$ cat src/hdl/dcp_pkg.sv
/*
 Shared constants of the disk controller port.
 Assumes one 10 MHz clock on both ends.
*/
`default_nettype none
package dcp_pkg;
    localparam int unsigned DATA_W = 32;
    localparam logic [4:0] UC_CTRL_WORD = 5'h01;
    localparam logic [4:0] UC_DRV_CMD   = 5'h02;
    localparam logic [4:0] UC_RD_STATUS = 5'h03;
    localparam logic [4:0] UC_WR_DATA   = 5'h04;
    localparam logic [4:0] UC_RD_DATA   = 5'h05;
    localparam int unsigned CW_FN_LSB = 0;
    localparam int unsigned CW_IE     = 6;
    localparam int unsigned CW_CONTROLLER_READY_FLAG   = 7;
    localparam int unsigned CW_DS_LSB = 8;
    localparam int unsigned CW_MTN    = 25;
    localparam int unsigned CW_ASSI   = 27;
    localparam int unsigned CW_WINH   = 28;
    localparam int unsigned CW_FMT    = 29;
    localparam logic [2:0] FN_WR_CHECK = 3'h1;
    localparam logic [2:0] FN_WR_DATA  = 3'h5;
    localparam logic [2:0] FN_RD_DATA  = 3'h6;
    localparam logic [2:0] FN_RD_NOHDR = 3'h7;
    // Kind sits in the low three bits of a drive command
    localparam logic [2:0] DK_GET_STATUS = 3'h1;
    localparam logic [2:0] DK_SEEK_A     = 3'h2;
    localparam logic [2:0] DK_SEEK_B     = 3'h3;
    localparam logic [2:0] DK_HEAD_SEL   = 3'h4;
    localparam logic [2:0] DK_RECAL      = 3'h5;
    localparam int unsigned SW_READY  = 0;
    localparam int unsigned SW_XFER   = 1;
    localparam int unsigned SW_SLOW   = 2;
    localparam int unsigned SW_ERR    = 3;
    localparam int unsigned SW_DS_LSB = 4;
    localparam int unsigned CLK_HZ   = 10_000_000;
    localparam int unsigned PORT_HZ  = 5_000_000;
    localparam int unsigned PHASE_HZ = 2_500_000;
    localparam int unsigned PORT_DIV  = CLK_HZ / PORT_HZ;
    localparam int unsigned PHASE_DIV = CLK_HZ / PHASE_HZ;
    localparam logic [7:0] A_CTRL  = 8'h00;
    localparam logic [7:0] A_DRV   = 8'h04;
    localparam logic [7:0] A_DATA  = 8'h08;
    localparam logic [7:0] A_SIZE  = 8'h0c;
    localparam logic [7:0] A_STAT  = 8'h10;
    localparam logic [7:0] A_MASK  = 8'h14;
    localparam logic [7:0] A_LIVE  = 8'h18;
    localparam logic [7:0] A_DSTAT = 8'h1c;
    localparam int unsigned IRQ_W    = 3;
    localparam int unsigned IRQ_XFER = 0;
    localparam int unsigned IRQ_SLOW = 1;
    localparam int unsigned IRQ_DONE = 2;
endpackage
`default_nettype wire

$ cat src/hdl/dcp_port_if.sv
/*
 Port bus between the processor end and the disk controller end.
 Assumes both ends share one clock; the bench joins the two modports.
*/
`default_nettype none
interface dcp_port_if;
    logic        processor_phase_pulse;
    logic        port_clock_pulse;
    logic [31:0] port_data_bus;
    logic [31:0] port_return_bus;
    logic        port_byte_size;
    logic        microinstruction_select_line;
    logic [4:0]  microinstruction_code_field;
    logic        port_instruction_strobe;
    logic        fast_transfer_request;
    logic        transfer_grant_ack;
    logic        slow_bus_interrupt_request;
    modport dev (
        input  processor_phase_pulse, port_clock_pulse, port_data_bus, port_byte_size,
        input  microinstruction_select_line, microinstruction_code_field,
        input  port_instruction_strobe, transfer_grant_ack,
        output port_return_bus, fast_transfer_request, slow_bus_interrupt_request
    );
    modport host (
        output processor_phase_pulse, port_clock_pulse, port_data_bus, port_byte_size,
        output microinstruction_select_line, microinstruction_code_field,
        output port_instruction_strobe, transfer_grant_ack,
        input  port_return_bus, fast_transfer_request, slow_bus_interrupt_request
    );
endinterface
`default_nettype wire

$ cat src/hdl/dcp_device.sv
/*
 Controller end: decodes port microinstructions, starts functions,
 raises the fast request and the slow interrupt.
 Assumes the processor end supplies the timing pulses.
*/
// How it works
// - Act only on phase and port pulses
// - Transfer function done raises fast request
// - Processor acknowledges fast request with grant
// - Slow interrupt on completion, status change, error
// - Byte or longword data, agreed size
// - Words arrive on the port data bus
// - Select line and code field pick operation
// - Fresh control word before every function
// - Control word gives function, drive, skip, start
// - Completion interrupt only if requested
// - Accept the five drive command kinds
// - Cleared ready bit starts the function
// - Interrupt enable gates slow interrupt
`default_nettype none
module dcp_device (
    input  wire logic   hclk,
    input  wire logic   hresetn,
    dcp_port_if.dev     pio,
    input  wire logic   func_done,
    input  wire logic   func_error,
    input  wire logic   drive_change,
    input  wire logic [31:0] rd_data,
    output logic        func_start,
    output logic [2:0]  func_code,
    output logic [1:0]  drive_sel,
    output logic        skip_sector_en,
    output logic        maint_mode,
    output logic        format_mode,
    output logic        write_inhibit,
    output logic        busy,
    output logic        dcmd_valid,
    output logic [2:0]  dcmd_kind,
    output logic [31:0] dcmd_word,
    output logic        wr_valid,
    output logic [31:0] wr_data,
    output logic        wr_byte
);
    typedef enum logic [1:0] {
        DV_IDLE,
        DV_BUSY,
        DV_XFER
    } dcp_dev_state_t;

    typedef struct packed {
        dcp_dev_state_t st;
        logic [2:0]     func;
        logic [1:0]     drive;
        logic           skip_en;
        logic           mtn;
        logic           fmt;
        logic           winh;
        logic           ie;
        logic           err;
        logic           start;
        logic           xfer_req;
        logic           slow_irq;
        logic           done_p;
        logic           err_p;
        logic           chg_p;
        logic [31:0]    ret;
        logic           dcmd_v;
        logic [2:0]     dcmd_kind;
        logic [31:0]    dcmd_word;
        logic           wr_v;
        logic [31:0]    wr_data;
        logic           wr_byte;
    } dcp_dev_t;

    dcp_dev_t r_reg;
    dcp_dev_t r_next;

    logic        accept;
    logic [31:0] y;
    logic [31:0] status_word;
    logic        xfer_func;
    logic [2:0]  kind;

    always_comb begin
        y = pio.port_data_bus;
        kind = y[2:0];
        accept = pio.port_instruction_strobe && pio.processor_phase_pulse
            && pio.microinstruction_select_line;
        xfer_func = (r_reg.func == dcp_pkg::FN_WR_CHECK) || (r_reg.func == dcp_pkg::FN_WR_DATA)
            || (r_reg.func == dcp_pkg::FN_RD_DATA) || (r_reg.func == dcp_pkg::FN_RD_NOHDR);
        status_word = '0;
        status_word[dcp_pkg::SW_READY] = (r_reg.st == DV_IDLE);
        status_word[dcp_pkg::SW_XFER] = r_reg.xfer_req;
        status_word[dcp_pkg::SW_SLOW] = r_reg.slow_irq;
        status_word[dcp_pkg::SW_ERR] = r_reg.err;
        status_word[dcp_pkg::SW_DS_LSB +: 2] = r_reg.drive;
    end

    always_comb begin
        r_next = r_reg;
        r_next.start = 1'b0;
        r_next.dcmd_v = 1'b0;
        r_next.wr_v = 1'b0;
        // Events wait for the next port pulse
        r_next.done_p = r_reg.done_p | func_done;
        r_next.err_p = r_reg.err_p | func_error;
        r_next.chg_p = r_reg.chg_p | drive_change;

        if (accept) begin
            case (pio.microinstruction_code_field)
                dcp_pkg::UC_CTRL_WORD: begin
                    // A new control word retires the previous interrupt
                    r_next.slow_irq = 1'b0;
                    r_next.ie = y[dcp_pkg::CW_IE];
                    // Ignored while busy: a function runs only from its own word
                    if (!y[dcp_pkg::CW_CONTROLLER_READY_FLAG] && r_reg.st == DV_IDLE) begin
                        r_next.func = y[dcp_pkg::CW_FN_LSB +: 3];
                        r_next.drive = y[dcp_pkg::CW_DS_LSB +: 2];
                        r_next.skip_en = !y[dcp_pkg::CW_ASSI];
                        r_next.mtn = y[dcp_pkg::CW_MTN];
                        r_next.fmt = y[dcp_pkg::CW_FMT];
                        r_next.winh = y[dcp_pkg::CW_WINH];
                        r_next.err = 1'b0;
                        r_next.done_p = func_done;
                        r_next.err_p = func_error;
                        r_next.start = 1'b1;
                        r_next.st = DV_BUSY;
                    end
                end
                dcp_pkg::UC_DRV_CMD: begin
                    r_next.dcmd_word = y;
                    r_next.dcmd_kind = kind;
                    r_next.dcmd_v = (kind == dcp_pkg::DK_GET_STATUS)
                        || (kind == dcp_pkg::DK_SEEK_A) || (kind == dcp_pkg::DK_SEEK_B)
                        || (kind == dcp_pkg::DK_HEAD_SEL)
                        || (kind == dcp_pkg::DK_RECAL);
                end
                dcp_pkg::UC_RD_STATUS: begin
                    r_next.ret = status_word;
                end
                dcp_pkg::UC_WR_DATA: begin
                    r_next.wr_v = 1'b1;
                    r_next.wr_byte = pio.port_byte_size;
                    r_next.wr_data = pio.port_byte_size ? {24'h000000, y[7:0]} : y;
                end
                dcp_pkg::UC_RD_DATA: begin
                    r_next.ret = pio.port_byte_size
                        ? {24'h000000, rd_data[7:0]} : rd_data;
                end
                default: begin
                end
            endcase
        end

        if (pio.port_clock_pulse) begin
            r_next.chg_p = drive_change;
            if (r_reg.chg_p && r_reg.ie) begin
                r_next.slow_irq = 1'b1;
            end
            case (r_reg.st)
                DV_BUSY: begin
                    if (r_reg.err_p) begin
                        r_next.err = 1'b1;
                        r_next.err_p = func_error;
                        r_next.done_p = func_done;
                        r_next.slow_irq = r_next.slow_irq | r_reg.ie;
                        r_next.st = DV_IDLE;
                    end else if (r_reg.done_p) begin
                        r_next.done_p = func_done;
                        if (xfer_func) begin
                            r_next.xfer_req = 1'b1;
                            r_next.st = DV_XFER;
                        end else begin
                            r_next.slow_irq = r_next.slow_irq | r_reg.ie;
                            r_next.st = DV_IDLE;
                        end
                    end
                end
                DV_XFER: begin
                    if (pio.transfer_grant_ack) begin
                        r_next.xfer_req = 1'b0;
                        r_next.slow_irq = r_next.slow_irq | r_reg.ie;
                        r_next.st = DV_IDLE;
                    end
                end
                default: begin
                end
            endcase
        end
    end

    always_ff @(posedge hclk or negedge hresetn) begin
        if (!hresetn) begin
            r_reg <= '0;
        end else begin
            r_reg <= r_next;
        end
    end

    assign pio.port_return_bus = r_reg.ret;
    assign pio.fast_transfer_request = r_reg.xfer_req;
    assign pio.slow_bus_interrupt_request = r_reg.slow_irq;
    assign func_start = r_reg.start;
    assign func_code = r_reg.func;
    assign drive_sel = r_reg.drive;
    assign skip_sector_en = r_reg.skip_en;
    assign maint_mode = r_reg.mtn;
    assign format_mode = r_reg.fmt;
    assign write_inhibit = r_reg.winh;
    assign busy = (r_reg.st != DV_IDLE);
    assign dcmd_valid = r_reg.dcmd_v;
    assign dcmd_kind = r_reg.dcmd_kind;
    assign dcmd_word = r_reg.dcmd_word;
    assign wr_valid = r_reg.wr_v;
    assign wr_data = r_reg.wr_data;
    assign wr_byte = r_reg.wr_byte;
endmodule
`default_nettype wire

$ cat src/flat_wrapper.sv
// flat-port wrapper written by rule: the top's interface ports become plain ports
module dcp_device_flat 
  (hclk, hresetn, func_done, func_error, drive_change, rd_data, func_start, func_code, drive_sel, skip_sector_en, maint_mode, format_mode, write_inhibit, busy, dcmd_valid, dcmd_kind, dcmd_word, wr_valid, wr_data, wr_byte, pio_processor_phase_pulse, pio_port_clock_pulse, pio_port_data_bus, pio_port_byte_size, pio_microinstruction_select_line, pio_microinstruction_code_field, pio_port_instruction_strobe, pio_transfer_grant_ack, pio_port_return_bus, pio_fast_transfer_request, pio_slow_bus_interrupt_request);
  dcp_port_if pio_i ();
  input  wire logic hclk;
  input  wire logic hresetn;
  input  wire logic func_done;
  input  wire logic func_error;
  input  wire logic drive_change;
  input  wire logic [31:0] rd_data;
  output logic func_start;
  output logic [2:0] func_code;
  output logic [1:0] drive_sel;
  output logic skip_sector_en;
  output logic maint_mode;
  output logic format_mode;
  output logic write_inhibit;
  output logic busy;
  output logic dcmd_valid;
  output logic [2:0] dcmd_kind;
  output logic [31:0] dcmd_word;
  output logic wr_valid;
  output logic [31:0] wr_data;
  output logic wr_byte;
  input wire logic [$bits(pio_i.processor_phase_pulse)-1:0] pio_processor_phase_pulse;
  input wire logic [$bits(pio_i.port_clock_pulse)-1:0] pio_port_clock_pulse;
  input wire logic [$bits(pio_i.port_data_bus)-1:0] pio_port_data_bus;
  input wire logic [$bits(pio_i.port_byte_size)-1:0] pio_port_byte_size;
  input wire logic [$bits(pio_i.microinstruction_select_line)-1:0] pio_microinstruction_select_line;
  input wire logic [$bits(pio_i.microinstruction_code_field)-1:0] pio_microinstruction_code_field;
  input wire logic [$bits(pio_i.port_instruction_strobe)-1:0] pio_port_instruction_strobe;
  input wire logic [$bits(pio_i.transfer_grant_ack)-1:0] pio_transfer_grant_ack;
  output wire logic [$bits(pio_i.port_return_bus)-1:0] pio_port_return_bus;
  output wire logic [$bits(pio_i.fast_transfer_request)-1:0] pio_fast_transfer_request;
  output wire logic [$bits(pio_i.slow_bus_interrupt_request)-1:0] pio_slow_bus_interrupt_request;
  assign pio_i.processor_phase_pulse = pio_processor_phase_pulse;
  assign pio_i.port_clock_pulse = pio_port_clock_pulse;
  assign pio_i.port_data_bus = pio_port_data_bus;
  assign pio_i.port_byte_size = pio_port_byte_size;
  assign pio_i.microinstruction_select_line = pio_microinstruction_select_line;
  assign pio_i.microinstruction_code_field = pio_microinstruction_code_field;
  assign pio_i.port_instruction_strobe = pio_port_instruction_strobe;
  assign pio_i.transfer_grant_ack = pio_transfer_grant_ack;
  assign pio_port_return_bus = pio_i.port_return_bus;
  assign pio_fast_transfer_request = pio_i.fast_transfer_request;
  assign pio_slow_bus_interrupt_request = pio_i.slow_bus_interrupt_request;
  dcp_device u_core (.hclk(hclk), .hresetn(hresetn), .pio(pio_i), .func_done(func_done), .func_error(func_error), .drive_change(drive_change), .rd_data(rd_data), .func_start(func_start), .func_code(func_code), .drive_sel(drive_sel), .skip_sector_en(skip_sector_en), .maint_mode(maint_mode), .format_mode(format_mode), .write_inhibit(write_inhibit), .busy(busy), .dcmd_valid(dcmd_valid), .dcmd_kind(dcmd_kind), .dcmd_word(dcmd_word), .wr_valid(wr_valid), .wr_data(wr_data), .wr_byte(wr_byte));
endmodule
$ cat config.mk
export PLATFORM = sky130hd
export DESIGN_NAME = dcp_device_flat
export DESIGN_NICKNAME = d
export VERILOG_FILES = /design/src/hdl/dcp_pkg.sv /design/src/hdl/dcp_port_if.sv /design/src/hdl/dcp_device.sv /design/src/flat_wrapper.sv
export SDC_FILE = /design/constraint.sdc
export NUM_CORES = 1
export LEC_CHECK = 0
export BUFFER_PORTS_ARGS = -buffer_cell sky130_fd_sc_hd__buf_2
export CORE_UTILIZATION = 45
export DETAILED_ROUTE_END_ITERATION = 16
export PLACE_DENSITY = 0.76
export SYNTH_ARGS = -nofsm -noshare
export SYNTH_HDL_FRONTEND = slang
export SYNTH_SLANG_ARGS = --single-unit
$ cat constraint.sdc
create_clock -name hclk -period 3.2 [get_ports hclk]
set_clock_uncertainty 0.15 [all_clocks]
set_input_delay 0.8 -clock hclk [delete_from_list [all_inputs] [get_ports hclk]]
set_output_delay 0.8 -clock hclk [all_outputs]
set_load 0.01 [all_outputs]
==> results.yml <==
critical_path:
  cpMaxStageDelayCell: "dfrtp_1"
  critPathRequiredTime_ps: 2250
  worstPathCellList: "inv_1 > ha_1 > inv_1 > buf_2"
  rr_worst_depth: 4
  critPathMaxStageDelay_ps: 380
  start_kind: "flip-flop"
  critical_path_class: "flip-flop to primary output"
  critPathArrivalTime_ps: 1340
  rr_startpoint: "u_core.r_reg[119]"
  cpMostUsedCell: "inv_1"
  critPathCaptureType: "primary output"
  ff2ff_setup_slack_ps: 1460
  r2r-end: "u_core.func_code[2]"
  cp_max_fo: 3
global_route:
  grt_max_degree: 64
  antenna_found_initial: 0
  grt_pass1_wl_um: 18600
  track_usage_pct: 19.2
  grt_pass1_vias: 3688
  grt-ovfl-total: 0
floorplan:
  die_x_um: 114
  core_area_um2: 12100
  die_area_um2: 12900
  io_pins: 195
  rows: 40
  start_util_pct: 46.5
  die_y_um: 114
cts:
  path_clk_slew_ps: 50
  cts_tree: "done"
  clock_latency_ps: 400
  post_cts_buffers: 0
  cts_resized: 0
  h-tree-depth: 4
  cts_sinks: 118
  hold_buffers: 0
  cts_buffers: 17
  clock-root-buffer: "clkbuf_16"
  cts_buffer_depth: 2
yosys:
  synth-seq-cells: 118
  synth_area_um2: 5610
  yosysSeqAreaShare_pct: 52.7
  syn_nets: 523
  synth_warnings: 0
  synth_cell_type_count: 38
  avgSynthCellArea_um2: 12.7
  netlist_instances: 440
placed_design:
  portBuffers: 194
  routabilityCongestion: 0.803
  dpl-instance-area_um2: 5970
  dp.cells: 688
  detailed_place_hpwl_um: 8160
final_layout:
  antennaDiodeCount: 0
  areaGrowthSynthToFinish_pct: 18.7
  design_area_um2: 6660
  drive_gt1_share_pct: 56.7
  nets: 622
  fin_cells: 720
worst_hold_path:
  worstHoldEndpoint: "u_core.skip_sector_en"
  hold_path_startpoint: "u_core.skip_sector_en"
  min_path_cells: 2
  hold_class: "flip-flop to flip-flop"
drt:
  drc: 0
  via_per_inst: 4.88
  drtAntennaViolNets: 0
  dr.pass1.iters: 6
  routedWlPerCell_um: 16.2
  drt_iter0_drc: 173
  vias: 3512
  drt-total-wl_um: 11600
pwr:
  p_sw_mw: 0.914
  leakage_nw: 3.71
  clkPwrFrac_pct: 51.6
  peakVddDrop_v: 0.000521
  p_total_mw: 4.27
  share_seq_of_total_power_pct: 38.7
  p_per_area_nw_per_um2: 641
  combinationalPowerShare_pct: 9.7
  switching_share_pct: 21.4
  internal-power_mw: 3.36
outcome:
  status: "finished clean"
sta:
  fin_crit_sh_pct: 71.6
  max_freq_ghz: 0.437
  setup_viol: 0
  slew_viol_final: 0
  period_needed_ps: 2290
  holdWs_ps: 324
  setup_tns_ps: 0
  max_slew_margin_pct: 45.5
  worstMarginPinSlew_ps: 817
  grt_setup_unrepaired: "false"
  hold_viol_final: 0
job:
  maxCapViolations: 0
[cell usage in the layout, fill, tap and decap left out, types with 2 or more instances in the layout]
cell type  instances
clkbuf_1           2
mux2_4             2
nor4_4             2
clkbuf_8           5
a21o_1             2
nor2b_1           24
a32oi_1            2
nor3_1             3
dfrtp_1          118
inv_1              9
a22o_1            24
mux2i_1            8
o21ai_0            7
mux2_2            71
nand4b_1           2
buf_2            193
nand3_1            3
a21oi_1            3
nor2_1             4
clkbuf_16         17
ha_1               3
clkinv_2           2
buf_4              8
o31ai_1            2
a31o_2             2
nand2_1           13
bufinv_16          6
[through the flow]
stage | utilization, % | setup slack (ps)
after global routing | 55.2 | 834
after global placement | 49.5 | 751
after floorplan | - | 1020
after detailed placement | 49.5 | 709
after CTS | 55.2 | 871
final | 55.2 | 910
[synth_stat cells (all sizes together)]
cell type  count  area share [%]
a211oi         1            0.13
a21o           2            0.27
a21oi          3            0.27
a22o          24             3.7
a2bb2oi        1            0.16
a31o           2            0.31
a32o           1            0.18
a32oi          2            0.31
a41oi          1            0.16
and3           1            0.11
and4           1            0.16
buf          114              15
clkbuf         8            0.54
dfrtp        118              53
ha             3            0.67
inv            9            0.60
mux2          74              15
mux2i          8             1.4
nand2         14            0.98
nand3          3            0.27
nand4b         3            0.74
nor2           5            0.47
nor2b         24             2.7
nor3           3            0.27
nor4           3            0.87
nor4b          1            0.42
o21ai          7            0.62
o22ai          1            0.11
o31ai          2            0.27
xor2           1            0.16
[per-layer routing]
metal	track usage, %	routed length (um)	part of all wire, %
met3	6.06	822	7.1
met2	32.7	5940	51
met5	0	0	0
met4	7.63	124	1.1
met1	22.6	4760	41
[how the worst max path moves through the flow]
stage,startpoint,endpoint,slack [ps],cells after the start
CTS,u_core.r_reg[119],busy,870,4
detailed placement,pio_microinstruction_code_field[3],u_core.wr_data[27],710,6
global route,u_core.r_reg[119],busy,830,4
floorplan,pio_microinstruction_code_field[1],u_core.wr_data[1],1020,4
finish,u_core.r_reg[119],busy,910,4
global placement,pio_microinstruction_code_field[1],u_core.func_code[1],750,4
[cell families (layout without fill, tap and decap cells)]
family / count (synthesis) / after routing / synth area share [%]
buffers and inverters: 131 / 243 / 16.6
flip-flops: 118 / 118 / 52.7
multiplexers: 82 / 82 / 16.4
AND/OR/NAND/NOR: 58 / 58 / 6.96
AO/OA/AOI/OAI: 47 / 47 / 6.54
adder cells (fa/ha/maj): 3 / 3 / 0.669
XOR/XNOR: 1 / 1 / 0.156
[area by class of cell]
cell class              instances  area (um2)
inverters                       9        33.8
multi-input cells             191        1720
fillers                      1009        5400
clock buffers                  24         502
repair buffers                202        1050
well taps                     168         210
clock inverters                 8         190
flip-flops and latches        118        2950
[critical path, delay by kind of cell (launching register included)]
kind | cells | cell delay, ps
buf+inv | 3 | 300
fa+ha+maj | 1 | 260
flops | 1 | 380
[power groups by stage]
stage                     Sequential, mW  Combinational, mW  Clock (mW)
after floorplan                     1.67              0.314           0
after detailed placement            1.68              0.419           0
final                               1.65              0.415        2.20
after global routing                1.67              0.456        2.31
after CTS                           1.65              0.422        2.25
after global placement              1.67              0.408           0
Note: power is estimated with default switching activity, not from simulation.
